[src/irsir_pkg.sv]
// Purpose: Shared constants and types for the infrared pulse codec
// Assumes: 40 MHz clock, 25 ns period
// Notes:   Times in ns, cycle counts derived from them
package irsir_pkg;

    localparam int CLK_PERIOD_NS = 25;
    // Transmit pulse widths, typical and longest, per baud rate
    localparam int PW115_TYP_NS  = 1600;
    localparam int PW115_MAX_NS  = 2710;
    localparam int PW9600_TYP_NS = 19500;
    localparam int PW9600_MAX_NS = 22130;
    localparam int PW2400_TYP_NS = 78000;
    localparam int PW2400_MAX_NS = 88550;
    // Bit time at 115200 baud, scaled by divisor for slower rates
    localparam int BIT115_NS     = 8680;
    // Least received pulse width
    localparam int RX_MIN_NS     = 1410;

    localparam int PW115_CYC  = PW115_TYP_NS / CLK_PERIOD_NS;
    localparam int PW9600_CYC = PW9600_TYP_NS / CLK_PERIOD_NS;
    localparam int PW2400_CYC = PW2400_TYP_NS / CLK_PERIOD_NS;
    localparam int PW115_MAXC  = PW115_MAX_NS / CLK_PERIOD_NS;
    localparam int PW9600_MAXC = PW9600_MAX_NS / CLK_PERIOD_NS;
    localparam int PW2400_MAXC = PW2400_MAX_NS / CLK_PERIOD_NS;
    localparam int BIT115_CYC = BIT115_NS / CLK_PERIOD_NS;
    localparam int RX_MIN_CYC = (RX_MIN_NS + CLK_PERIOD_NS - 1)
                                / CLK_PERIOD_NS;

    // Baud divisors relative to 115200
    localparam logic [5:0] DIV_115  = 6'h01;
    localparam logic [5:0] DIV_9600 = 6'h0c;
    localparam logic [5:0] DIV_2400 = 6'h30;

    // Reset values of configuration bits
    localparam logic RX_INV_RST = 1'b0;
    localparam logic TX_INV_RST = 1'b1;

    localparam int CNT_W = 16;

    typedef enum logic [1:0]
    {
        IRSIR_TX_IDLE  = 2'b01,
        IRSIR_TX_PULSE = 2'b10
    } irsir_tx_state_t;

    typedef struct packed
    {
        logic       rx_active_low;
        logic       tx_active_low;
    } irsir_cfg_t;

endpackage

[src/irsir_codec.sv]
// Purpose: Infrared serial pulse encoder and decoder
// Assumes: 40 MHz clock; UART bits arrive over valid/ready
// Notes:   Baud chosen by a divisor of the 115200 bit time
// Operation
// - 115200 baud pulse 1.6 us, at most 2.71
// - 9600 baud pulse 19.5 us, at most 22.13
// - 2400 baud pulse 78 us, at most 88.55
// - Bit period 8.68 us scaled by baud divisor
// - Receive pulses shorter than 1.41 us ignored
// - Config bit 0: receive active low when set
// - Config bit 1: transmit active low, default set
`timescale 1ns/100ps
module irsir_codec
    import irsir_pkg::*;
#(
    parameter int FIFO_DEPTH = 16
)
(
    // Clock, reset, enable
    input  wire logic       mclk_in,
    input  wire logic       rst_in,
    input  wire logic       ce_in,
    // Configuration
    input  wire logic [1:0] cfg_in,
    input  wire logic [5:0] baud_div_in,
    // UART transmit bit stream
    input  wire logic       tx_bit_in,
    input  wire logic       tx_valid_in,
    output logic            tx_ready_out,
    // UART receive bit stream
    output logic            rx_bit_out,
    output logic            rx_zero_out,
    // Optical transceiver pins
    input  wire logic       ir_receive_input,
    output logic            ir_transmit_output
);
    ////////////////////////////////////////////////////////////////////
    irsir_cfg_t      cfg_ff;
    irsir_tx_state_t state_ff;
    logic [CNT_W-1:0] bit_cnt_ff;
    logic [CNT_W-1:0] pw_cnt_ff;
    logic [CNT_W-1:0] bit_len;
    logic [CNT_W-1:0] pw_len;
    logic            pulse_ff;
    logic            f_bit;
    logic            f_valid;
    logic            f_take;
    logic            rdy_ff;
    logic            wready;
    logic            rx_ff;
    logic [CNT_W-1:0] rx_cnt_ff;
    logic            rx_zero_ff;
    logic            rx_bit_ff;

    always_ff @(posedge mclk_in)
    begin
        if (rst_in)
        begin
            cfg_ff.rx_active_low <= RX_INV_RST;
            cfg_ff.tx_active_low <= TX_INV_RST;
        end
        else if (ce_in)
        begin
            cfg_ff.rx_active_low <= cfg_in[0];
            cfg_ff.tx_active_low <= cfg_in[1];
        end
    end

    ////////////////////////////////////////////////////////////////////
    irsir_fifo #(.WIDTH(1), .DEPTH(FIFO_DEPTH)) u_fifo
    (
        .clk_in     (mclk_in),
        .rst_in     (rst_in),
        .ce_in      (ce_in),
        .wdata_in   (tx_bit_in),
        .wvalid_in  (tx_valid_in),
        .wready_out (wready),
        .rdata_out  (f_bit),
        .rvalid_out (f_valid),
        .rready_in  (f_take)
    );

    always_ff @(posedge mclk_in)
    begin
        if (rst_in)
        begin
            rdy_ff <= 1'b0;
        end
        else if (ce_in)
        begin
            rdy_ff <= wready;
        end
    end
    assign tx_ready_out = rdy_ff;

    // Bit length from divisor; pulse width fixed per named rate
    assign bit_len = CNT_W'(BIT115_CYC * baud_div_in);
    always_comb
    begin
        pw_len = CNT_W'(PW115_CYC * baud_div_in / 16); // default only, every branch below sets pw_len
        if (baud_div_in == DIV_115)
        begin
            pw_len = CNT_W'(PW115_CYC);
        end
        else if (baud_div_in == DIV_9600)
        begin
            pw_len = CNT_W'(PW9600_CYC);
        end
        else if (baud_div_in == DIV_2400)
        begin
            pw_len = CNT_W'(PW2400_CYC);
        end
        else
        begin
            pw_len = CNT_W'(((BIT115_CYC * 3) / 16) * baud_div_in);
        end
    end

    assign f_take = (state_ff == IRSIR_TX_IDLE) && f_valid;

    ////////////////////////////////////////////////////////////////////
    always_ff @(posedge mclk_in)
    begin
        if (rst_in)
        begin
            state_ff   <= IRSIR_TX_IDLE;
            bit_cnt_ff <= '0;
            pw_cnt_ff  <= '0;
            pulse_ff   <= 1'b0;
        end
        else if (ce_in)
        begin
            case (state_ff)
                IRSIR_TX_IDLE:
                begin
                    pulse_ff <= 1'b0;
                    if (f_valid)
                    begin
                        state_ff   <= IRSIR_TX_PULSE;
                        bit_cnt_ff <= bit_len - 1'b1;
                        pw_cnt_ff  <= pw_len;
                        pulse_ff   <= ~f_bit;
                    end
                end
                IRSIR_TX_PULSE:
                begin
                    if (pw_cnt_ff != '0)
                    begin
                        pw_cnt_ff <= pw_cnt_ff - 1'b1;
                    end
                    if (pw_cnt_ff <= 1)
                    begin
                        pulse_ff <= 1'b0;
                    end
                    if (bit_cnt_ff <= 1)
                    begin
                        state_ff <= IRSIR_TX_IDLE;
                    end
                    else
                    begin
                        bit_cnt_ff <= bit_cnt_ff - 1'b1;
                    end
                end
                default:
                begin
                    state_ff <= IRSIR_TX_IDLE;
                end
            endcase
        end
    end

    // Idle pin level follows polarity
    always_ff @(posedge mclk_in)
    begin
        if (rst_in)
        begin
            ir_transmit_output <= TX_INV_RST;
        end
        else if (ce_in)
        begin
            ir_transmit_output <= pulse_ff
                                  ^ cfg_ff.tx_active_low;
        end
    end

    ////////////////////////////////////////////////////////////////////
    // Width filter rejects glitches below the least width
    always_ff @(posedge mclk_in)
    begin
        if (rst_in)
        begin
            rx_ff      <= 1'b0;
            rx_cnt_ff  <= '0;
            rx_zero_ff <= 1'b0;
            rx_bit_ff  <= 1'b1;
        end
        else if (ce_in)
        begin
            rx_ff      <= ir_receive_input
                          ^ cfg_ff.rx_active_low;
            rx_zero_ff <= 1'b0;
            if (rx_ff)
            begin
                if (rx_cnt_ff != CNT_W'(RX_MIN_CYC))
                begin
                    rx_cnt_ff <= rx_cnt_ff + 1'b1;
                end
                if (rx_cnt_ff == CNT_W'(RX_MIN_CYC - 1))
                begin
                    rx_zero_ff <= 1'b1;
                    rx_bit_ff  <= 1'b0;
                end
            end
            else
            begin
                rx_cnt_ff <= '0;
                rx_bit_ff <= 1'b1;
            end
        end
    end
    assign rx_bit_out  = rx_bit_ff;
    assign rx_zero_out = rx_zero_ff;

    ////////////////////////////////////////////////////////////////////
    // Checked at load: odd divisors may legally run longer pulses
    property p_pw_max;
        @(posedge mclk_in) disable iff (rst_in)
        (ce_in && f_take && baud_div_in == DIV_2400)
            |=> (pw_cnt_ff == CNT_W'(PW2400_CYC))
                && (PW2400_CYC <= PW2400_MAXC);
    endproperty
    a_pw_max: assert property (p_pw_max)
        else $error("Wrong pulse width at 2400");

    property p_one_no_pulse;
        @(posedge mclk_in) disable iff (rst_in)
        (ce_in && f_take && f_bit) |=> !pulse_ff;
    endproperty
    a_one_no_pulse: assert property (p_one_no_pulse)
        else $error("Pulse emitted for a one bit");

    property p_zero_pulse;
        @(posedge mclk_in) disable iff (rst_in)
        (ce_in && f_take && !f_bit) |=> pulse_ff;
    endproperty
    a_zero_pulse: assert property (p_zero_pulse)
        else $error("No pulse for a zero bit");

    property p_tx_pol;
        @(posedge mclk_in) disable iff (rst_in)
        (ce_in && !pulse_ff)
            |=> (ir_transmit_output == $past(cfg_ff.tx_active_low));
    endproperty
    a_tx_pol: assert property (p_tx_pol)
        else $error("Idle transmit level wrong");

    property p_rx_short;
        @(posedge mclk_in) disable iff (rst_in)
        (rx_zero_ff) |-> (rx_cnt_ff >= CNT_W'(RX_MIN_CYC));
    endproperty
    a_rx_short: assert property (p_rx_short)
        else $error("Short receive pulse accepted");

    property p_rx_pol;
        @(posedge mclk_in) disable iff (rst_in)
        ce_in |=> (rx_ff == ($past(ir_receive_input)
                             ^ $past(cfg_ff.rx_active_low)));
    endproperty
    a_rx_pol: assert property (p_rx_pol)
        else $error("Receive polarity wrong");

    property p_115;
        @(posedge mclk_in) disable iff (rst_in)
        (ce_in && f_take && baud_div_in == DIV_115)
            |=> (pw_cnt_ff == CNT_W'(PW115_CYC)) && (PW115_CYC <= PW115_MAXC);
    endproperty
    a_115: assert property (p_115)
        else $error("Wrong pulse width at 115200");

    property p_9600;
        @(posedge mclk_in) disable iff (rst_in)
        (ce_in && f_take && baud_div_in == DIV_9600)
            |=> (pw_cnt_ff == CNT_W'(PW9600_CYC))
                && (PW9600_CYC <= PW9600_MAXC);
    endproperty
    a_9600: assert property (p_9600)
        else $error("Wrong pulse width at 9600");

    property p_bit;
        @(posedge mclk_in) disable iff (rst_in)
        (ce_in && f_take) |=> (bit_cnt_ff == $past(bit_len) - 1'b1);
    endproperty
    a_bit: assert property (p_bit)
        else $error("Bit period load wrong");
endmodule

[src/irsir_fifo.sv]
// Purpose: Bit FIFO between UART stream and pulse encoder
// Assumes: Single clock, synchronous reset
// Notes:   Width and depth are parameters
`timescale 1ns/100ps
module irsir_fifo
#(
    parameter int WIDTH = 1,
    parameter int DEPTH = 16
)
(
    // Clock and reset
    input  wire logic             clk_in,
    input  wire logic             rst_in,
    input  wire logic             ce_in,
    // Write side
    input  wire logic [WIDTH-1:0] wdata_in,
    input  wire logic             wvalid_in,
    output logic                  wready_out,
    // Read side
    output logic      [WIDTH-1:0] rdata_out,
    output logic                  rvalid_out,
    input  wire logic             rready_in
);
    localparam int AW = $clog2(DEPTH);
    logic [WIDTH-1:0] mem_ff [DEPTH];
    logic [AW-1:0]    wptr_ff;
    logic [AW-1:0]    rptr_ff;
    logic [AW:0]      count_ff;
    logic             do_wr;
    logic             do_rd;

    assign wready_out = (count_ff != (AW+1)'(DEPTH));
    assign rvalid_out = (count_ff != '0);
    assign rdata_out  = mem_ff[rptr_ff];
    assign do_wr      = ce_in && wvalid_in && wready_out;
    assign do_rd      = ce_in && rvalid_out && rready_in;

    always_ff @(posedge clk_in)
    begin
        if (do_wr)
        begin
            mem_ff[wptr_ff] <= wdata_in;
        end
    end

    always_ff @(posedge clk_in)
    begin
        if (rst_in)
        begin
            wptr_ff  <= '0;
            rptr_ff  <= '0;
            count_ff <= '0;
        end
        else
        begin
            if (do_wr)
            begin
                wptr_ff <= (wptr_ff == AW'(DEPTH-1)) ? '0 : wptr_ff + 1'b1;
            end
            if (do_rd)
            begin
                rptr_ff <= (rptr_ff == AW'(DEPTH-1)) ? '0 : rptr_ff + 1'b1;
            end
            count_ff <= count_ff + (AW+1)'(do_wr) - (AW+1)'(do_rd);
        end
    end
endmodule

[config.mk]
export PLATFORM = sky130hd
export DESIGN_NAME = irsir_codec
export DESIGN_NICKNAME = d
export VERILOG_FILES = /design/src/irsir_pkg.sv /design/src/irsir_codec.sv /design/src/irsir_fifo.sv
export SDC_FILE = /design/constraint.sdc
export NUM_CORES = 1
export LEC_CHECK = 0
export ABC_AREA = 1
export ABC_CLOCK_PERIOD_IN_PS = 4850
export BUFFER_PORTS_ARGS = -buffer_cell sky130_fd_sc_hd__buf_2
export CAP_MARGIN = 40
export CORE_UTILIZATION = 60
export CTS_CLUSTER_DIAMETER = 200
export DETAILED_ROUTE_END_ITERATION = 16
export GPL_TIMING_DRIVEN = 0
export PLACE_DENSITY = 0.77
export SYNTH_ARGS = -nofsm -noshare
export SYNTH_HDL_FRONTEND = slang
export SYNTH_SLANG_ARGS = --single-unit
export TNS_END_PERCENT = 5
[constraint.sdc]
create_clock -name mclk_in -period 4.85 [get_ports mclk_in]
set_input_delay 0.2425 -clock mclk_in [delete_from_list [all_inputs] [get_ports mclk_in]]
set_output_delay 0.2425 -clock mclk_in [all_outputs]
set_load 0.01 [all_outputs]
[After elaboration in Yosys (flattened, before gate mapping)]
Memories as Yosys holds them, arrays and structs flattened. A register that Yosys moved wholly into a read port is not among the register bits.
Index checks and enable logic that the tools add are counted.
Word-level totals
  flip-flop bits (word level): 71
  memory bits (writable): 16
  input port bits: 14
  output and inout bits: 4
  word-level logic and storage cells: 89
  memories kept: 1
Memory list
  u_fifo.mem_ff: depth 16, width 1, read ports 1, clocked after memory_dff 1, wr ports 1, line irsir_fifo.sv:25  | logic [WIDTH-1:0] mem_ff [DEPTH];
Operators by class
  add/subtract/negate cells: 8
  multipliers: 2
  $lt $le $gt $ge: 2
  equal/unequal tests: 17
  multiplexer cells: 27
  bitwise gates (word level): 3
  reductions and logical operators: 14
Operator list (number)
  16-bit 2-to-1 mux: 6
  16-bit one-hot mux with 2 select lines: 2
  13-bit 2-to-1 mux: 3
  16-bit by 1-bit less-or-equal comparator with 1-bit output (second input constant): 2
  16-bit by 1-bit subtractor with 16-bit output (second input constant): 2
  16-bit by 1-bit adder with 16-bit output (second input constant): 1
  16-bit by 6-bit == test with 1-bit output (second input constant): 1
  4-bit 2-to-1 mux: 4
  16-bit by 6-bit inequality test with 1-bit output (second input constant): 1
  16-bit nonzero test: 1
  15-bit by 1-bit subtractor with 16-bit output (second input constant): 1
  9-bit by 6-bit multiplier with 15-bit output (first input constant): 1
  7-bit by 6-bit multiplier with 13-bit output (first input constant): 1
  2-bit inequality test (second input constant): 5
  4-bit by 1-bit adder with 4-bit output (second input constant): 2
  4-bit == test (second input constant): 2
  1-bit 2-to-1 mux: 8
  4-bit AND reduction: 2
  6-bit by 1-bit == test with 1-bit output (second input constant): 1
  6-bit by 4-bit == test with 1-bit output (second input constant): 1
  6-bit == test (second input constant): 1
  3-bit AND reduction: 2
  5-bit by 1-bit adder with 5-bit output: 1
  1-bit logical AND: 5
  other kinds (13): 17

[Longest topological paths before layout]
  depth in word-level cells: 6
  depth in mapped cells: 19
  mapped depth without buffers: 19

[Hierarchy]
A second synthesis with hierarchy kept.
Second synthesis, totals
  cell total of the unflattened synthesis: 1023
  area total of the unflattened synthesis: 6922.9 um^2
By module, submodules not included
  irsir_codec: instances 1, cells each 824, area each 5227.5 um^2
  irsir_fifo: instances 1, cells each 199, area each 1695.4 um^2

[Worst setup path before layout]
No wires, ideal clock.
  kind: input port to flip-flop
  start point: input port baud_div_in[4]
  end point: register bit_cnt_ff[14]
  setup time: 70 ps
  data arrival time: 3074 ps
  required time: 4780 ps
  slack: 1706 ps
  stages: 15
  path buffers: 0
  path through: inv_1 ha_1 xor2_1 xor2_1 fa_1 fa_1 ha_1 nand2_1 nor2_1 and2_1 nand2_1 nand3_1 nand2_1 nand3_1 a21oi_1
On the way
  word-level cells in the longest chain between the ends: 4
RTL lines
  from (decl): line irsir_codec.sv:25  | input wire logic [5:0] baud_div_in,
  9-bit by 6-bit multiplier with 15-bit output: line irsir_codec.sv:97  | assign bit_len = CNT_W'(BIT115_CYC * baud_div_in);
  15-bit by 1-bit subtractor with 16-bit output: line irsir_codec.sv:140  | bit_cnt_ff <= bit_len - 1'b1;
  16-bit 2-to-1 mux: line irsir_codec.sv:137  | if (f_valid)
  16-bit one-hot mux with 2 select lines: line irsir_codec.sv:133  | case (state_ff)
  to (signal assigned): line irsir_codec.sv:140
  to (signal assigned): line irsir_codec.sv:161  | bit_cnt_ff <= bit_cnt_ff - 1'b1;
  to (decl): line irsir_codec.sv:40  | logic [CNT_W-1:0] bit_cnt_ff;
Every way passes these cells. The select of a mux whose other input is x is not followed.
A chain may end at the register's enable or synchronous reset.

[Final worst setup path]
Ends and elaborated chain as after synthesis.

==> impl_results.html <==
<table>
<tr><th>Metric</th><th>Value</th></tr>
<tr><th colspan="2">Layout</th></tr>
<tr><td>Area growth syn-to-layout</td><td>7.77%</td></tr>
<tr><td>Commonest non-fill, non-tap cell in the layout</td><td>sky130_fd_sc_hd__nand2_1</td></tr>
<tr><td>NumNets Final</td><td>1,162</td></tr>
<tr><td>Commonest cells after routing, fill and taps aside</td><td>sky130_fd_sc_hd__nand2_1, sky130_fd_sc_hd__nor2_1, sky130_fd_sc_hd__inv_1, sky130_fd_sc_hd__dfxtp_1, sky130_fd_sc_hd__nand3_1</td></tr>
<tr><td>Post-Route Utilization</td><td>67.6%</td></tr>
<tr><td>Count of antenna diodes in the layout</td><td>0</td></tr>
<tr><td>Ratio of cells with drive above 1 in the final layout</td><td>approximately 6.8%</td></tr>
<tr><th colspan="2">Pwr</th></tr>
<tr><td>Switch Pwr</td><td>about 1.9 mW</td></tr>
<tr><td>Power per standard cell area</td><td>between 500 and 600 nW/um^2</td></tr>
<tr><td>Internal Power</td><td>a little over 2 mW</td></tr>
<tr><td>Leakage power</td><td>~3.6 nW</td></tr>
<tr><td>Sw Share</td><td>48.1%</td></tr>
<tr><td>Clock network power share</td><td>17.4%</td></tr>
<tr><td>Sequential group share of total power</td><td>26.5%</td></tr>
<tr><td>Peak VDD IR</td><td>0.381 mV</td></tr>
<tr><td>Power after layout</td><td>3.98 mW</td></tr>
<tr><td>Share of total power in combinational logic</td><td>56.1%</td></tr>
<tr><th colspan="2">Yosys</th></tr>
<tr><td>Count of state elements after synthesis</td><td>a little over 90</td></tr>
<tr><td>Count of distinct cell types in the synthesized netlist</td><td>39</td></tr>
<tr><td>Top area cells in the synthesized netlist</td><td>sky130_fd_sc_hd__dfxtp_1, sky130_fd_sc_hd__nand2_1, sky130_fd_sc_hd__ha_1, sky130_fd_sc_hd__nor2_1, sky130_fd_sc_hd__inv_1</td></tr>
<tr><td>Yosys warns</td><td>0</td></tr>
<tr><td>Share of synthesized flip-flops with an asynchronous set or reset</td><td>0%</td></tr>
<tr><td>Cells after Synth</td><td>between 1,000 and 1,500</td></tr>
<tr><td>Cell accounting for the most synthesized area</td><td>sky130_fd_sc_hd__dfxtp_1</td></tr>
<tr><td>Most used flip-flop cell after synthesis</td><td>sky130_fd_sc_hd__dfxtp_1</td></tr>
<tr><td>Number of flops mapped to enable cells by yosys</td><td>16</td></tr>
<tr><td>Post-synth top area share</td><td>21.6%</td></tr>
<tr><td>Cell area after technology mapping</td><td>6940 um^2</td></tr>
<tr><td>Portion of the post-synthesis area used by sequential elements</td><td>28.5%</td></tr>
<tr><td>Syn_nets</td><td>~1,100</td></tr>
<tr><td>Mapped Avg Cell Area</td><td>about 6.6 um^2</td></tr>
<tr><th colspan="2">Setup path</th></tr>
<tr><td>Worst R2R Start</td><td>u_fifo.count_ff[2]$_SDFF_PP0_</td></tr>
<tr><td>Critical setup path kind</td><td>in -&gt; reg</td></tr>
<tr><td>Largest fanout on the critical path</td><td>8</td></tr>
<tr><td>Critical Path End Type</td><td>flop</td></tr>
<tr><td>Required time at the worst-slack endpoint</td><td>5130 ps</td></tr>
<tr><td>End of the worst register-to-register path</td><td>u_fifo.count_ff[4]$_SDFF_PP0_</td></tr>
<tr><td>Setup slack on the worst flop-to-flop path</td><td>~2300 ps</td></tr>
<tr><td>Kind of start point of the critical path</td><td>input pin</td></tr>
<tr><td>Number of cells traversed by the worst register-to-register path</td><td>16</td></tr>
<tr><td>Arrival time worst endpoint</td><td>3640 ps</td></tr>
<tr><th colspan="2">Status</th></tr>
<tr><td>Run status</td><td>finished, final reports clean</td></tr>
<tr><th colspan="2">CTS</th></tr>
<tr><td>Clock transition at the register clock pins on the worst setup and hold paths after CTS</td><td>70 ps</td></tr>
<tr><td>TritonCTS clock tree</td><td>built</td></tr>
<tr><td>Sink Count</td><td>91</td></tr>
<tr><td>Worst-skew pair later-pin latency</td><td>between 300 and 400 ps</td></tr>
<tr><td>Depth of the CTS H-tree</td><td>3</td></tr>
<tr><td>CTS max path bufs</td><td>2</td></tr>
<tr><td>Resize count post-CTS</td><td>0</td></tr>
<tr><td>Clock buffers created by TritonCTS</td><td>9</td></tr>
<tr><td>Post-CTS Repair Setup Buffers</td><td>0</td></tr>
<tr><td>Cts hold-fix bufs</td><td>0</td></tr>
<tr><td>Root buffer selected by CTS</td><td>sky130_fd_sc_hd__clkbuf_16</td></tr>
<tr><th colspan="2">Floorplanning</th></tr>
<tr><td>Standard-cell rows</td><td>38</td></tr>
<tr><td>Die Outline Area</td><td>around 12,000 um^2</td></tr>
<tr><td>Die Width</td><td>110 um</td></tr>
<tr><td>Area inside the core boundary</td><td>11,100 um^2</td></tr>
<tr><td># IOs</td><td>18</td></tr>
<tr><td>Die height</td><td>110 um</td></tr>
<tr><td>Effective utilization at floorplan</td><td>between 60 and 70%</td></tr>
<tr><th colspan="2">GRT</th></tr>
<tr><td>Global-route wire length before repair</td><td>26,000 um</td></tr>
<tr><td>Global-route usage over all layers</td><td>27.6%</td></tr>
<tr><td>Remaining global-route overflow</td><td>0</td></tr>
<tr><td>Pin count of the biggest net entering global routing</td><td>19</td></tr>
<tr><td>Number of global-route vias before repair</td><td>5,721</td></tr>
<tr><td>Number of antenna violations at the first check in global routing</td><td>0</td></tr>
<tr><th colspan="2">STA</th></tr>
<tr><td>Worst hold slack</td><td>108 ps</td></tr>
<tr><td>Clock skew after layout</td><td>10.1 ps</td></tr>
<tr><td>Setup TNS</td><td>0 ps</td></tr>
<tr><td>Fin crit share</td><td>69.3%</td></tr>
<tr><td>Shortest clock period the worst path allows after layout</td><td>between 3000 and 4000 ps</td></tr>
<tr><td>Slew headroom</td><td>52.8%</td></tr>
<tr><td>Fin. max-slew vios</td><td>0</td></tr>
<tr><td>Worst Max-Slew Pin Slew</td><td>709 ps</td></tr>
<tr><td>Final count of negative-setup-slack endpoints</td><td>0</td></tr>
<tr><td>Maximum operating frequency</td><td>297 MHz</td></tr>
<tr><td>Count of endpoints failing hold in the final timing report</td><td>0</td></tr>
<tr><td>RSZ-0062 raised after global routing</td><td>false</td></tr>
<tr><th colspan="2">Placed design</th></tr>
<tr><td>Input/output buffers</td><td>15</td></tr>
<tr><td>Final RePlAce weighted congestion</td><td>0.918</td></tr>
<tr><td>Hpwl dp</td><td>12,200 um</td></tr>
<tr><th colspan="2">Detailed routing</th></tr>
<tr><td>Aggregate routed wire length</td><td>15,600 um</td></tr>
<tr><td>Number of antenna-violating nets in the routed design</td><td>0</td></tr>
<tr><td>Vias/cell</td><td>roughly 5.3</td></tr>
<tr><td>Count of vias placed by the detailed router</td><td>6,419</td></tr>
<tr><td>Residual DRC count</td><td>0</td></tr>
<tr><td>Average detailed-routed wire length per instance</td><td>12.8 um</td></tr>
<tr><td>DRC violation total after the first TritonRoute iteration</td><td>437</td></tr>
<tr><td>Number of iterations in the first detailed-routing pass</td><td>8</td></tr>
<tr><th colspan="2">Worst hold path</th></tr>
<tr><td>Worst min-delay path class</td><td>in -&gt; reg</td></tr>
<tr><td>End point of the most critical hold path</td><td>cfg_ff[0]$_SDFFE_PP1P_</td></tr>
<tr><td>Hold path startpoint</td><td>cfg_in[1]</td></tr>
<tr><td>Hold Path Stages</td><td>3</td></tr>
<tr><th colspan="2">Flow run</th></tr>
<tr><td>Max-cap violations</td><td>0</td></tr>
</table>
per-stage QoR:
step	cell area (um^2)	std cells	worst slack, ps
final	7480	1219	1490
after global placement	7190	1203	1170
after global routing	7480	1219	1170
after floorplan	6940	1048	1710
after detailed placement	7190	1203	1110
after CTS	7480	1219	1450
power groups by stage:
stage	clock, mW	combinational (mW)	sequential [mW]
finish	0.693	2.23	1.05
global placement	0	2.17	1.07
detailed placement	0	2.20	1.07
floorplan	0	1.77	1.03
CTS	0.699	2.21	1.05
global route	0.729	2.58	1.07
cell usage after synthesis (all sizes together) (5+ instances only):
cell    count
clkbuf      9
edfxtp     16
nand3b      5
xor2       13
nor2      166
inv       159
ha         58
nand2     271
nand3      76
nand4      21
nor3       14
xnor2       5
o21ai      42
dfxtp      75
buf        14
a21oi      74
fa         16
critical path, stage by stage:
cell and delay (ps):
sky130_fd_sc_hd__buf_2 170, sky130_fd_sc_hd__inv_1 190, sky130_fd_sc_hd__ha_1 360, sky130_fd_sc_hd__xor2_1 300
sky130_fd_sc_hd__xor2_1 230, sky130_fd_sc_hd__fa_1 470, sky130_fd_sc_hd__fa_1 470, sky130_fd_sc_hd__ha_1 370
sky130_fd_sc_hd__nand2_1 110, sky130_fd_sc_hd__nor2_1 150, sky130_fd_sc_hd__and2_1 140, sky130_fd_sc_hd__nand2_1 60
sky130_fd_sc_hd__nand3_1 90, sky130_fd_sc_hd__nand3_1 120, sky130_fd_sc_hd__a21oi_1 170
flip-flops by register name, summed over array words and instances, names as in the netlist, named ones only:
name and cells:
u_fifo.wptr_ff 4, state_ff 2, bit_cnt_ff 16, pulse_ff 1
u_fifo.mem_ff 16, pw_cnt_ff 16, u_fifo.count_ff 5, rx_ff 1
rx_cnt_ff 16, rx_zero_out 1, rx_bit_out 1, tx_ready_out 1
ir_transmit_output 1, u_fifo.rptr_ff 4, cfg_ff 2
how the worst max path moves through the flow:
stage                                   to           start  slack (ps)  depth (start not counted)
2_1_floorplan  bit_cnt_ff[14]$_SDFFE_PP0P_  baud_div_in[4]        1710                         15
3_3_place_gp   bit_cnt_ff[14]$_SDFFE_PP0P_  baud_div_in[4]        1170                         15
3_5_place_dp   bit_cnt_ff[14]$_SDFFE_PP0P_  baud_div_in[4]        1110                         15
4_1_cts        bit_cnt_ff[14]$_SDFFE_PP0P_  baud_div_in[4]        1450                         15
5_1_grt        bit_cnt_ff[14]$_SDFFE_PP0P_  baud_div_in[4]        1170                         16
6_report       bit_cnt_ff[14]$_SDFFE_PP0P_  baud_div_in[4]        1490                         15
kinds of logic (layout without fill, tap and decap cells):
group | Yosys count | in the layout | share of synthesized area, %
AND/OR/NAND/NOR | 559 | 559 | 34.0
buffers and inverters | 182 | 213 | 10.4
AO/OA/AOI/OAI | 124 | 124 | 9.68
flip-flops | 91 | 91 | 28.5
adder cells (fa/ha/maj) | 74 | 74 | 15.1
XOR/XNOR | 18 | 18 | 2.27
final cells by class:
cell class	instances	area (um^2)
fillers	1055	3590
multi-input cells	775	4240
inverters	159	597
flip-flops and latches	91	1980
repair buffers	15	75.1
clock buffers	9	225
clock inverters	7	63.8
plain buffers	23	128
well taps	140	175
per-layer routing:
metal | part of all wire (%) | wire, um | global-route usage (%)
met3 | 3.8 | 591 | 5.22
met1 | 50 | 7880 | 37.8
met5 | 0 | 0 | 0
met2 | 45 | 6950 | 44.8
met4 | 1.3 | 199 | 6.48
(Power assumes the default switching activity.)
